**src/strunit_pkg.sv**
```systemverilog
/*
 * Shared constants and types for the byte-string compare and search unit:
 * opcodes, register map, status fields, reset values, condition codes and
 * the engine state encoding.
 * Assumes a single clock domain and an AXI4-Lite master with 32-bit data.
 */
package strunit_pkg;

  localparam int LEN_W = 16;
  localparam int ADDR_W = 32;
  localparam int AXI_AW = 8;

  // Opcodes
  localparam logic [7:0] OP_CMP_EQ_LEN = 8'h29;
  localparam logic [7:0] OP_CMP_FILL = 8'h2D;
  localparam logic [7:0] OP_SUBSTR = 8'h39;
  localparam logic [7:0] OP_LOCATE = 8'h3A;

  // Register byte offsets
  localparam logic [AXI_AW-1:0] OFS_CTRL = 8'h00;
  localparam logic [AXI_AW-1:0] OFS_STATUS = 8'h04;
  localparam logic [AXI_AW-1:0] OFS_FILL = 8'h08;
  localparam logic [AXI_AW-1:0] OFS_R0 = 8'h10;
  localparam logic [AXI_AW-1:0] OFS_R1 = 8'h14;
  localparam logic [AXI_AW-1:0] OFS_R2 = 8'h18;
  localparam logic [AXI_AW-1:0] OFS_R3 = 8'h1C;

  // Control register fields
  localparam int CTRL_OP_LSB = 0;
  localparam int CTRL_START = 8;
  localparam int CTRL_FRESH = 9;

  // Status register fields
  localparam int STAT_BUSY = 0;
  localparam int STAT_FPD = 1;
  localparam int STAT_ERR = 2;
  localparam int STAT_CC_LSB = 4;

  localparam logic [1:0] RESP_OKAY = 2'h0;
  localparam logic [1:0] RESP_SLVERR = 2'h2;

  // Condition codes of the processor_status_longword
  typedef struct packed {
    logic n;
    logic z;
    logic v;
    logic c;
  } cc_t;

  localparam cc_t CC_RST = 4'h0;
  localparam cc_t CC_EQUAL = 4'h4;
  localparam logic [7:0] OP_RST = 8'h00;
  localparam logic [7:0] FILL_RST = 8'h00;

  typedef enum logic [2:0] {
    ST_IDLE = 3'h0,
    ST_CHECK = 3'h1,
    ST_FET1 = 3'h3,
    ST_FET2 = 3'h2,
    ST_EVAL = 3'h6
  } state_t;

endpackage : strunit_pkg

```
**src/byte_compare.sv**
```systemverilog
/*
 * Byte comparator: condition codes for first byte against second byte.
 * Purely combinational; the caller registers the result.
 */
`timescale 1ns/1ps
module byte_compare (
  input wire logic [7:0] first_byte,
  input wire logic [7:0] second_byte,
  output strunit_pkg::cc_t flags
);

  always_comb begin
    flags.n = $signed(first_byte) < $signed(second_byte);
    flags.z = first_byte == second_byte;
    flags.v = 1'b0;
    flags.c = first_byte < second_byte;
  end

endmodule : byte_compare

```
**src/byte_fetch.sv**
```systemverilog
/*
 * Single-byte reader on the processor memory read path.
 * Assumes the memory answers with mem_ready high and the byte on mem_rdata
 * in the same cycle; any number of wait cycles is allowed.
 */
`timescale 1ns/1ps
module byte_fetch (
  input wire logic aclk,
  input wire logic aresetn,
  input wire logic ce,
  input wire logic go,
  input wire logic [strunit_pkg::ADDR_W-1:0] addr,
  output logic mem_req,
  output logic [strunit_pkg::ADDR_W-1:0] mem_addr,
  input wire logic mem_ready,
  input wire logic [7:0] mem_rdata,
  output logic done,
  output logic [7:0] data
);

  // Request and address held until ready
  always_ff @(posedge aclk) begin
    if (!aresetn) begin
      mem_req <= 1'b0;
      mem_addr <= '0;
      done <= 1'b0;
      data <= 8'h00;
    end else if (ce) begin
      done <= 1'b0;
      if (go) begin
        mem_req <= 1'b1;
        mem_addr <= addr;
      end else if (mem_req && mem_ready) begin
        mem_req <= 1'b0;
        done <= 1'b1;
        data <= mem_rdata;
      end
    end
  end

endmodule : byte_fetch

```
**src/string_unit.sv**
```systemverilog
/*
 * Byte-string execution unit: compare with equal lengths, compare with
 * fill, locate byte and substring search. Working state lives in the
 * R0..R3 control block, which software reads and writes over AXI4-Lite.
 * Assumes one clock, a synchronous active-low reset, and a memory read
 * path that eventually answers every request.
 */
`timescale 1ns/1ps
module string_unit (
  input wire logic aclk,
  input wire logic aresetn,
  input wire logic ce,
  input wire logic [strunit_pkg::AXI_AW-1:0] awaddr,
  input wire logic awvalid,
  output logic awready,
  input wire logic [31:0] wdata,
  input wire logic [3:0] wstrb,
  input wire logic wvalid,
  output logic wready,
  output logic [1:0] bresp,
  output logic bvalid,
  input wire logic bready,
  input wire logic [strunit_pkg::AXI_AW-1:0] araddr,
  input wire logic arvalid,
  output logic arready,
  output logic [31:0] rdata,
  output logic [1:0] rresp,
  output logic rvalid,
  input wire logic rready,
  input wire logic irq_pending,
  output logic mem_req,
  output logic [strunit_pkg::ADDR_W-1:0] mem_addr,
  input wire logic mem_ready,
  input wire logic [7:0] mem_rdata,
  output strunit_pkg::cc_t cc_flags,
  output logic first_part_done
);

  strunit_pkg::state_t st_r;
  logic [7:0] opc_r;
  logic busy_r;
  logic err_r;
  logic [strunit_pkg::LEN_W-1:0] len1_r;
  logic [strunit_pkg::ADDR_W-1:0] adr1_r;
  logic [strunit_pkg::LEN_W-1:0] len2_r;
  logic [strunit_pkg::ADDR_W-1:0] adr2_r;
  logic [strunit_pkg::LEN_W-1:0] save_r;
  logic [strunit_pkg::LEN_W-1:0] back;
  logic [7:0] fill_r;
  logic [7:0] byte1_r;
  logic [7:0] byte2_r;
  logic aw_full_r;
  logic w_full_r;
  logic [strunit_pkg::AXI_AW-1:0] aw_addr_r;
  logic [31:0] w_data_r;
  logic [3:0] w_strb_r;
  logic wr_go;
  logic start_go;
  logic [7:0] start_op;
  logic cont;
  logic need1;
  logic need2;
  logic fetch_go;
  logic [strunit_pkg::ADDR_W-1:0] fetch_addr;
  logic fetch_done;
  logic [7:0] fetch_data;
  strunit_pkg::cc_t cmp_cc;

  // Merge write data into a word under byte enables
  function automatic logic [31:0] apply_strb(input logic [31:0] old, input logic [31:0] nw,
                                             input logic [3:0] strb);
    logic [31:0] res;
    res = old;
    for (int i = 0; i < 4; i++) begin
      if (strb[i]) begin
        res[8*i +: 8] = nw[8*i +: 8];
      end
    end
    return res;
  endfunction : apply_strb

  // Only the four string opcodes start the engine
  function automatic logic legal_op(input logic [7:0] op);
    return op == strunit_pkg::OP_CMP_EQ_LEN || op == strunit_pkg::OP_CMP_FILL ||
           op == strunit_pkg::OP_LOCATE || op == strunit_pkg::OP_SUBSTR;
  endfunction : legal_op

  byte_fetch u_fetch (
    .aclk(aclk),
    .aresetn(aresetn),
    .ce(ce),
    .go(fetch_go),
    .addr(fetch_addr),
    .mem_req(mem_req),
    .mem_addr(mem_addr),
    .mem_ready(mem_ready),
    .mem_rdata(mem_rdata),
    .done(fetch_done),
    .data(fetch_data)
  );

  byte_compare u_cmp (
    .first_byte(byte1_r),
    .second_byte(byte2_r),
    .flags(cmp_cc)
  );

  // Write strobe and start decode; a resume keeps the suspended opcode
  always_comb begin
    wr_go = aw_full_r && w_full_r && !bvalid;
    start_op = (first_part_done && !w_data_r[strunit_pkg::CTRL_FRESH]) ? opc_r : w_data_r[7:0];
    start_go = wr_go && aw_addr_r == strunit_pkg::OFS_CTRL && w_strb_r[1] &&
               w_data_r[strunit_pkg::CTRL_START] && !busy_r && legal_op(start_op);
  end

  // Loop conditions per operation
  always_comb begin
    unique case (opc_r)
      strunit_pkg::OP_CMP_FILL: cont = len1_r != '0 || len2_r != '0;
      // Loop while object remains and source is long enough
      strunit_pkg::OP_SUBSTR: cont = len1_r != '0 && len2_r >= len1_r;
      default: cont = len1_r != '0;
    endcase
    // Exhausted side uses the fill byte, no fetch
    need1 = !(opc_r == strunit_pkg::OP_CMP_FILL && len1_r == '0);
    need2 = opc_r != strunit_pkg::OP_LOCATE && !(opc_r == strunit_pkg::OP_CMP_FILL && len2_r == '0);
    back = save_r - len1_r;
  end

  // Fetch only while the loop continues, so empty strings never read
  always_comb begin
    fetch_go = (st_r == strunit_pkg::ST_CHECK && cont && !irq_pending) ||
               (st_r == strunit_pkg::ST_FET1 && fetch_done && need2);
    fetch_addr = (st_r == strunit_pkg::ST_CHECK && need1) ? adr1_r : adr2_r;
  end

  // Engine sequencing, control block and condition codes
  always_ff @(posedge aclk) begin
    if (!aresetn) begin
      st_r <= strunit_pkg::ST_IDLE;
      opc_r <= strunit_pkg::OP_RST;
      busy_r <= 1'b0;
      err_r <= 1'b0;
      first_part_done <= 1'b0;
      cc_flags <= strunit_pkg::CC_RST;
      len1_r <= '0;
      adr1_r <= '0;
      len2_r <= '0;
      adr2_r <= '0;
      save_r <= '0;
      fill_r <= strunit_pkg::FILL_RST;
      byte1_r <= 8'h00;
      byte2_r <= 8'h00;
    end else if (ce) begin
      unique case (st_r)
        strunit_pkg::ST_IDLE: begin
          // Software loads the control block while idle
          if (wr_go && !busy_r) begin
            unique case (aw_addr_r)
              strunit_pkg::OFS_R0: len1_r <= 16'(apply_strb({16'h0000, len1_r}, w_data_r, w_strb_r));
              strunit_pkg::OFS_R1: adr1_r <= apply_strb(adr1_r, w_data_r, w_strb_r);
              strunit_pkg::OFS_R2: len2_r <= 16'(apply_strb({16'h0000, len2_r}, w_data_r, w_strb_r));
              strunit_pkg::OFS_R3: adr2_r <= apply_strb(adr2_r, w_data_r, w_strb_r);
              strunit_pkg::OFS_FILL: fill_r <= 8'(apply_strb({24'h000000, fill_r}, w_data_r, w_strb_r));
              default: ;
            endcase
          end
          if (wr_go && aw_addr_r == strunit_pkg::OFS_CTRL && w_data_r[strunit_pkg::CTRL_START] && !busy_r) begin
            err_r <= !start_go;
          end
          if (start_go) begin
            busy_r <= 1'b1;
            opc_r <= start_op;
            st_r <= strunit_pkg::ST_CHECK;
            // A fresh start initialises; a resume keeps saved codes and length
            if (!first_part_done || w_data_r[strunit_pkg::CTRL_FRESH]) begin
              // Empty compare leaves the equal codes
              cc_flags <= strunit_pkg::CC_EQUAL;
              save_r <= len1_r;
              // Equal-length compare mirrors R0 into R2
              if (start_op == strunit_pkg::OP_CMP_EQ_LEN) begin
                len2_r <= len1_r;
              end
            end
            first_part_done <= 1'b0;
          end
        end
        strunit_pkg::ST_CHECK: begin
          if (!cont) begin
            busy_r <= 1'b0;
            st_r <= strunit_pkg::ST_IDLE;
            // Locate: Z only when nothing found
            if (opc_r == strunit_pkg::OP_LOCATE) begin
              cc_flags <= '{n: 1'b0, z: len1_r == '0, v: 1'b0, c: 1'b0};
            end
            // Search tail skips the rest of the source
            if (opc_r == strunit_pkg::OP_SUBSTR) begin
              cc_flags <= '{n: 1'b0, z: len1_r == '0, v: 1'b0, c: 1'b0};
              if (len2_r < len1_r) begin
                adr2_r <= adr2_r + {16'h0000, len2_r};
                len2_r <= '0;
              end
            end
          end else if (irq_pending) begin
            // Block already current; yield with first-part-done
            busy_r <= 1'b0;
            first_part_done <= 1'b1;
            st_r <= strunit_pkg::ST_IDLE;
          end else if (need1) begin
            st_r <= strunit_pkg::ST_FET1;
          end else begin
            byte1_r <= fill_r;
            st_r <= strunit_pkg::ST_FET2;
          end
        end
        strunit_pkg::ST_FET1: begin
          if (fetch_done) begin
            byte1_r <= fetch_data;
            if (need2) begin
              st_r <= strunit_pkg::ST_FET2;
            end else begin
              // Locate and a drained second string compare against fill
              byte2_r <= fill_r;
              st_r <= strunit_pkg::ST_EVAL;
            end
          end
        end
        strunit_pkg::ST_FET2: begin
          if (fetch_done) begin
            byte2_r <= fetch_data;
            st_r <= strunit_pkg::ST_EVAL;
          end
        end
        strunit_pkg::ST_EVAL: begin
          st_r <= strunit_pkg::ST_CHECK;
          unique case (opc_r)
            strunit_pkg::OP_CMP_EQ_LEN: begin
              cc_flags <= cmp_cc;
              // Advance upward on equal, stop on mismatch
              if (cmp_cc.z) begin
                len1_r <= len1_r - 16'h0001;
                len2_r <= len1_r - 16'h0001;
                adr1_r <= adr1_r + 32'h00000001;
                adr2_r <= adr2_r + 32'h00000001;
              end else begin
                busy_r <= 1'b0;
                st_r <= strunit_pkg::ST_IDLE;
              end
            end
            strunit_pkg::OP_CMP_FILL: begin
              cc_flags <= cmp_cc;
              // Each side advances only while it has bytes
              if (cmp_cc.z) begin
                if (len1_r != '0) begin
                  len1_r <= len1_r - 16'h0001;
                  adr1_r <= adr1_r + 32'h00000001;
                end
                if (len2_r != '0) begin
                  len2_r <= len2_r - 16'h0001;
                  adr2_r <= adr2_r + 32'h00000001;
                end
              end else begin
                busy_r <= 1'b0;
                st_r <= strunit_pkg::ST_IDLE;
              end
            end
            strunit_pkg::OP_LOCATE: begin
              // Stop on the located byte, counting it
              if (cmp_cc.z) begin
                cc_flags <= '{n: 1'b0, z: 1'b0, v: 1'b0, c: 1'b0};
                busy_r <= 1'b0;
                st_r <= strunit_pkg::ST_IDLE;
              end else begin
                len1_r <= len1_r - 16'h0001;
                adr1_r <= adr1_r + 32'h00000001;
              end
            end
            default: begin
              // Rewind object, restart one source byte on
              if (cmp_cc.z) begin
                len1_r <= len1_r - 16'h0001;
                adr1_r <= adr1_r + 32'h00000001;
                len2_r <= len2_r - 16'h0001;
                adr2_r <= adr2_r + 32'h00000001;
              end else begin
                adr1_r <= adr1_r - {16'h0000, back};
                len2_r <= len2_r - 16'h0001 + back;
                adr2_r <= adr2_r + 32'h00000001 - {16'h0000, back};
                len1_r <= save_r;
              end
            end
          endcase
        end
        default: st_r <= strunit_pkg::ST_IDLE;
      endcase
    end
  end

  // AXI4-Lite write channels: one write in flight, address and data any order
  always_ff @(posedge aclk) begin
    if (!aresetn) begin
      awready <= 1'b1;
      wready <= 1'b1;
      aw_full_r <= 1'b0;
      w_full_r <= 1'b0;
      aw_addr_r <= '0;
      w_data_r <= 32'h00000000;
      w_strb_r <= 4'h0;
      bvalid <= 1'b0;
      bresp <= strunit_pkg::RESP_OKAY;
    end else if (ce) begin
      if (awvalid && awready) begin
        awready <= 1'b0;
        aw_full_r <= 1'b1;
        aw_addr_r <= {awaddr[strunit_pkg::AXI_AW-1:2], 2'b00};
      end
      if (wvalid && wready) begin
        wready <= 1'b0;
        w_full_r <= 1'b1;
        w_data_r <= wdata;
        w_strb_r <= wstrb;
      end
      if (wr_go) begin
        aw_full_r <= 1'b0;
        w_full_r <= 1'b0;
        bvalid <= 1'b1;
        // Control block writes during a run are dropped, not queued
        unique case (aw_addr_r)
          strunit_pkg::OFS_CTRL, strunit_pkg::OFS_STATUS: bresp <= strunit_pkg::RESP_OKAY;
          strunit_pkg::OFS_FILL, strunit_pkg::OFS_R0, strunit_pkg::OFS_R1,
          strunit_pkg::OFS_R2, strunit_pkg::OFS_R3: bresp <= strunit_pkg::RESP_OKAY;
          default: bresp <= strunit_pkg::RESP_SLVERR;
        endcase
      end
      if (bvalid && bready) begin
        bvalid <= 1'b0;
        awready <= 1'b1;
        wready <= 1'b1;
      end
    end
  end

  // AXI4-Lite read channel; status shows engine state and codes
  always_ff @(posedge aclk) begin
    if (!aresetn) begin
      arready <= 1'b1;
      rvalid <= 1'b0;
      rdata <= 32'h00000000;
      rresp <= strunit_pkg::RESP_OKAY;
    end else if (ce) begin
      if (arvalid && arready) begin
        arready <= 1'b0;
        rvalid <= 1'b1;
        rresp <= strunit_pkg::RESP_OKAY;
        unique case ({araddr[strunit_pkg::AXI_AW-1:2], 2'b00})
          strunit_pkg::OFS_CTRL: rdata <= {24'h000000, opc_r};
          strunit_pkg::OFS_STATUS: rdata <= {24'h000000, cc_flags, 1'b0, err_r, first_part_done, busy_r};
          strunit_pkg::OFS_FILL: rdata <= {24'h000000, fill_r};
          strunit_pkg::OFS_R0: rdata <= {16'h0000, len1_r};
          strunit_pkg::OFS_R1: rdata <= adr1_r;
          strunit_pkg::OFS_R2: rdata <= {16'h0000, len2_r};
          strunit_pkg::OFS_R3: rdata <= adr2_r;
          default: begin
            rdata <= 32'h00000000;
            rresp <= strunit_pkg::RESP_SLVERR;
          end
        endcase
      end else if (rvalid && rready) begin
        rvalid <= 1'b0;
        arready <= 1'b1;
      end
    end
  end

endmodule : string_unit

```
**config.mk**
```make
export PLATFORM = sky130hd
export DESIGN_NAME = string_unit
export DESIGN_NICKNAME = d
export VERILOG_FILES = /design/src/strunit_pkg.sv /design/src/byte_compare.sv /design/src/byte_fetch.sv /design/src/string_unit.sv
export SDC_FILE = /design/constraint.sdc
export NUM_CORES = 1
export LEC_CHECK = 0
export BUFFER_PORTS_ARGS = -buffer_cell sky130_fd_sc_hd__buf_2
export CAP_MARGIN = 20
export CORE_ASPECT_RATIO = 0.6
export CORE_MARGIN = 3
export CORE_UTILIZATION = 50
export CTS_CLUSTER_DIAMETER = 200
export DETAILED_ROUTE_END_ITERATION = 7
export PLACE_DENSITY = 0.68
export REMOVE_ABC_BUFFERS = 1
export SLEW_MARGIN = 20
export SYNTH_ARGS = -nofsm -noshare
export SYNTH_HDL_FRONTEND = slang
export SYNTH_SLANG_ARGS = --single-unit
```
**constraint.sdc**
```tcl
create_clock -name aclk -period 5.52 [get_ports aclk]
set_input_delay 0.276 -clock aclk [delete_from_list [all_inputs] [get_ports aclk]]
set_output_delay 0.276 -clock aclk [all_outputs]
set_load 0.005 [all_outputs]
```
# Word-level counts from Yosys, hierarchy flattened
# Cells that the tools add are included.
# word_totals
regBits	281
inputBits	70
romBits	0
word_cells	318
output_inout_bits	79
mem_count	0
latch_bits	0
mem_bits_rw	0
# classes
n_shift	0
n_mul	0
eq_ne	57
bitwise_logic	1
add_sub_neg	9
n_reduce_logical	96
n_lt_le_gt_ge	4
div	0
mux	110
# ops
operator	n
$mux 32	17
$mux 16	18
$pmux 32 s3	3
$pmux 32 s7	1
$pmux 16 s3	3
$mux 8	13
$add 32x1->32 const B	2
$eq 8x6->1 const B	8
$pmux 32 s2	1
$sub 32x16->32	2
$reduce_and 9->1	7
$eq 6x3->1 const B	8
$reduce_and 12->1	4
$add 32x16->32	1
$logic_not 16->1	2
$pmux 16 s2	1
$pmux 8 s2	2
$reduce_bool 16->1	2
$sub 16x1->16 const B	2
$mux 1	29
$ne 2x2->1 const B	14
$ne 3x3->1 const B	9
$logic_and 1x1->1	26
$mux 4	6
38 further kinds	96

# Depth between registers and ports, before layout
# depth
word_depth	10
mapped_depth	23
mapped_depth_nobuf	23

# Modules after synthesis
# From an unflattened synthesis, not the netlist that was laid out.
# hier_totals
hier_cells	2842
hier_area_um2	21660.8
# modules_own_cells
module	instances	seq_area_each_um2	cells_per_inst	area_per_inst_um2
string_unit	1	4744.6	2617	19581.3
byte_fetch	1	840.8	188	1835.5
byte_compare	1	0.0	37	244.0

# Worst setup path after synthesis
# No wires, ideal clock.
# synth_path
path_type	flip-flop to flip-flop
from	register len1_r[2] in the netlist's numbering
to	register adr1_r[22] in the netlist's numbering
required_time_ps	5398
setup_slack_ps	959
n_path_buf	1
stages_incl_launch_ff	21
setup_time_ps	122
arrival_ps	4439
synth_period_minus_slack_ps	4561
cell_sequence	dfxtp_1 -> clkbuf_1 -> inv_1 -> ha_1 -> or2_1 -> o21a_1 -> o21ai_0 -> nand2b_1 -> a21oi_1 -> o21bai_1 -> xor2_1 -> inv_1 -> ha_1 -> o21a_1 -> a21o_1 -> maj3_2 -> a211o_1 -> a2111oi_4 -> o211ai_2 -> o21a_1 -> a311o_1
# synth_between
elab_chain_len	5
word_cells_on_any_way	8
classes_between	2 x add/sub; 1 x eq/ne; 3 x mux; 2 x reduce/logical
# synth_rtl
element	line	text
start: declaration	string_unit.sv:43	logic [strunit_pkg::LEN_W-1:0] len1_r;
start signal: assignment	string_unit.sv:160	strunit_pkg::OFS_R0: len1_r <= 16'(apply_strb({16'h0000, len1_r}, w_data_r, w_strb_r));
start signal: assignment	string_unit.sv:241	len1_r <= len1_r - 16'h0001;
start signal: assignment	string_unit.sv:255	len1_r <= len1_r - 16'h0001;
$sub 16x16->16	string_unit.sv:127	back = save_r - len1_r;
$sub 32x16->32	string_unit.sv:286	adr1_r <= adr1_r - {16'h0000, back};
$mux 32	string_unit.sv:280	if (cmp_cc.z) begin
$pmux 32 s3	string_unit.sv:236	unique case (opc_r)
$pmux 32 s2	string_unit.sv:155	unique case (st_r)
end signal: assignment	string_unit.sv:161	strunit_pkg::OFS_R1: adr1_r <= apply_strb(adr1_r, w_data_r, w_strb_r);
end signal: assignment	string_unit.sv:282	adr1_r <= adr1_r + 32'h00000001;
end signal: assignment	string_unit.sv:286	
end: declaration	string_unit.sv:44	logic [strunit_pkg::ADDR_W-1:0] adr1_r;
# Parallel ways exist; a longest one is shown, timed or not.
# A chain may end at the register's enable or synchronous reset.

# Worst setup path after layout
# layout_path
from	register len1_r[4] in the netlist's numbering
to	register adr2_r[27] in the netlist's numbering
# layout_between
elab_chain_len	5
word_cells_on_any_way	14
classes_between	2 x add/sub; 2 x order compare; 2 x eq/ne; 4 x mux; 4 x reduce/logical
# layout_rtl
element	line	text
$sub 16x16->16 (tied with other cells)	string_unit.sv:127	
$sub 32x16->32 (tied with other cells)	string_unit.sv:288	adr2_r <= adr2_r + 32'h00000001 - {16'h0000, back};
$mux 32 / $pmux 1 s2 (equally long branches)	string_unit.sv:280, string_unit.sv:118	
$pmux 32 s3 / $ne 2x2->1 (equally long branches)	-	
$pmux 32 s3 / $reduce_and 12->1 (equally long branches)	-	
end signal: assignment	string_unit.sv:163	strunit_pkg::OFS_R3: adr2_r <= apply_strb(adr2_r, w_data_r, w_strb_r);
end signal: assignment	string_unit.sv:284	adr2_r <= adr2_r + 32'h00000001;
end signal: assignment	string_unit.sv:288	
end: declaration	string_unit.sv:46	logic [strunit_pkg::ADDR_W-1:0] adr2_r;
# Parallel ways exist; a longest one is shown, timed or not.

==> metrics.txt <==
status finished, violations left; violated checks DRC; final global-route overflow total 0; CP cell instances inv_1 -> ha_1 -> a2111oi_0 -> or3_1 -> a21oi_2 -> a211oi_2 -> xor2_2 -> ha_1 -> a21oi_1 -> nor2_1 -> nor2_1 -> o31ai_2 -> o21a_1 -> or4_1 -> xnor2_1 -> a21oi_1 -> a21oi_1; fin cells 3418; # H-tree levels 1; synthesized area per cell around 7.5 um2; Final period util between 90% and 100%; number of buffers created by CTS 29; post-route minimum period between 5000 and 6000 ps; Rel. slew slack 23.8%; Remaining DRCs 2; largest net degree at the start of global routing 85; most frequent cells in the layout nand2_1 (303), dfxtp_1 (278), a21oi_1 (276), nor2_1 (274), buf_2 (141); most frequent CP cell a21oi_1; post-detailed-route via-to-cell ratio 6.67; Syn Std Cell Area just over 0.02 mm2; DP HPWL between 60000 and 70000 um; Worst Setup Start Kind flop; CTS tree done; Top Ports 149; Max Clk Rate around 190 MHz; Setup crit end kind flop; Max Cap Violations 0; worst slack, placed approximately 400 ps; leading area contributor after synthesis dfxtp_1; wire length per cell 25.3 um; synth unique cells approximately 110; Critical-path top delay cell a211oi_2; die height 163 um; number of warnings issued by yosys 0; Post-synth ARST share 0%; die area between 0.04 and 0.05 mm2; Die Width between 200 and 300 um; worst setup margin roughly 320 ps; Core Footprint between 0.04 and 0.05 mm2; most common cell after layout, fill and taps aside nand2_1; ys flop type dfxtp_1; critical path data arrival time between 5000 and 6000 ps; Initial Util roughly half; drt pass-1 iters 8; Slew Limit Fails 0; # nets final just over 3000; # clock sinks about 280; Slew @ Worst Pin 1140 ps; PortBufs about 140; peak supply drop slightly above 200 uV; number of synthesized flops with an enable pin 0; Final setup viols 0; Hold WC Path Type input port to flop; final count of hold timing violations 0; routed wire length ~87000 um; final worst hold slack roughly 50 ps; kind of critical path flop to flop; Seq cells post-synth about 280; Clk Tree Root Cell clkbuf_16; clock skew 22.5 ps; pwr dens about 200 mW/mm2; via count about 23000; first-pass GRT wire length between 100000 and 150000 um; Clock transition at path regs 70 ps; initial antenna violation count 0; worst skew pair latency 620 ps; First DRT Iteration DRCs about 3100; post-synthesis instance total around 2800; post-route ant nets 0; Max clock buf depth 3; Critical Path Fanout Max 8; P&R area growth vs syn 14.0%; Placed Cells ~3300; worst path required time around 6100 ps; Static Leak 9.24 nW; share of the synthesized area in the top cell type between 20% and 30%; RD Place Congestion 1.03; share of cells above drive strength 1 12.3%; fillcell total between 3000 and 4000; CP peak stage delay 660 ps; sequential cell area fraction in the yosys report between 20% and 30%; total track usage between 30% and 40%; dominant cells by area after synthesis dfxtp_1 (27%), a21oi_1 (6.7%), ha_1 (5.9%); number of global-route vias before repair around 20000; cell row count 57
## cell usage after synthesis, types with 6 or more instances
library cell  count
o211a_1           6
a21o_1           34
o31ai_1          17
a31oi_1          30
or3_1            21
o21a_1           20
ha_1             98
dfxtp_1         278
a222oi_1         11
or4_1             9
o21bai_1          8
o21ai_0         137
nand2b_1         23
xnor2_1         108
o21ai_1          11
xor2_1           44
a22o_1           10
mux2_2            7
nor2b_1          18
and2_1           16
o221ai_1         10
a311oi_1         42
a32oi_1           6
a211oi_1         63
inv_1            85
or2_2             7
a21oi_1         278
a221oi_1         33
a2111oi_0        10
o2111ai_1         6
mux2i_1          98
nand3_1          81
nor2_1          277
o311ai_0          8
nor3b_1           9
and3_1           35
clkbuf_1        189
nor3_1           65
nand4_1          25
a22oi_1          27
nand2_1         305
nor4_1           16
o211ai_1         35
buf_1             8
## state kept, by name, summed over array words and instances, names as in the netlist, 6 cells and up
name              flops
aw_addr_r             6
w_data_r             32
save_r               16
fill_r                8
byte2_r               8
len1_r               16
adr1_r               32
u_fetch.data          8
adr2_r               32
byte1_r               8
u_fetch.mem_addr     32
opc_r                 8
rdata                32
len2_r               16
## worst max-delay path, delay by kind of cell (launching register included)
| kind | cells | cell delay (ps) |
|---|---|---|
| buffers and inverters | 1 | 140 |
| adders and majority gates | 2 | 760 |
| AOI/OAI and AO/OA | 8 | 1940 |
| DFF | 1 | 560 |
| xor gates and xnor gates | 2 | 800 |
| and+or+nand+nor | 4 | 900 |
## metrics by stage
step                total power, W  TNS (ps)  utilization, %  cell area (um2)
global placement           0.00255         0            54.1            22000
global route               0.00478     -20.2            58.0            23600
detailed placement         0.00256         0            54.1            22000
CTS                        0.00463         0            57.8            23500
floorplan                  0.00236         0               -            19900
finish                     0.00465         0            58.0            23600
## worst paths after layout
kind | start | end | slack [ps] | cells after the start
max | len1_r[4]$_SDFFE_PN0P_ | adr2_r[27]$_SDFFE_PN0P_ | 320 | 17
min | irq_pending | first_part_done$_SDFFE_PN0P_ | 50 | 3
max reg2reg | len1_r[4]$_SDFFE_PN0P_ | adr2_r[27]$_SDFFE_PN0P_ | 320 | 17
min reg2reg | w_data_r[17]$_SDFFE_PN0P_ | w_data_r[17]$_SDFFE_PN0P_ | 460 | 2
## final cells by class
| cell class | count | area [um2] | area share [%] |
|---|---|---|---|
| Antenna cell | 1 | 2.50 | 0.0106 |
| Clock buffer | 37 | 796 | 3.38 |
| Clock inverter | 17 | 166 | 0.706 |
| Inverter | 90 | 343 | 1.45 |
| Multi-Input combinational cell | 2178 | 14100 | 59.8 |
| Sequential cell | 278 | 5570 | 23.6 |
| Tap cell | 531 | 664 | 2.82 |
| Timing Repair Buffer | 286 | 1940 | 8.24 |
## repair_timing
action / 4_1_cts / 5_1_grt
hold buffers: 54 / 0
gates resized for setup: 0 / 11
buffers inserted: 0 / 1
endpoints found under the hold margin: 54 / 0
endpoints found under the setup margin: 0 / 16
## cell families after synthesis
| logic type | synth area share, % |
|---|---|
| and+or+nand+nor | 20.9 |
| buffers and inverters | 5.47 |
| AOI/OAI and AO/OA | 28.1 |
| DFF | 26.9 |
| muxes | 5.35 |
| xor gates and xnor gates | 6.71 |
| other | 0.0181 |
| adders and majority gates | 6.62 |
## report_power, final
| group | internal [W] | switching (W) |
|---|---|---|
| clock | 0.00112 | 0.000961 |
| combinational | 0.000185 | 0.000284 |
| sequential | 0.00204 | 0.0000618 |
| total | 0.00334 | 0.00131 |
## routing by layer
| layer | routed length, um | track usage, % |
|---|---|---|
| met5 | 321 | 4.62 |
| met4 | 1880 | 7.11 |
| met3 | 15800 | 20.3 |
| met2 | 31000 | 48.0 |
| met1 | 37700 | 55.4 |
Power figures use the tool's default switching activity.
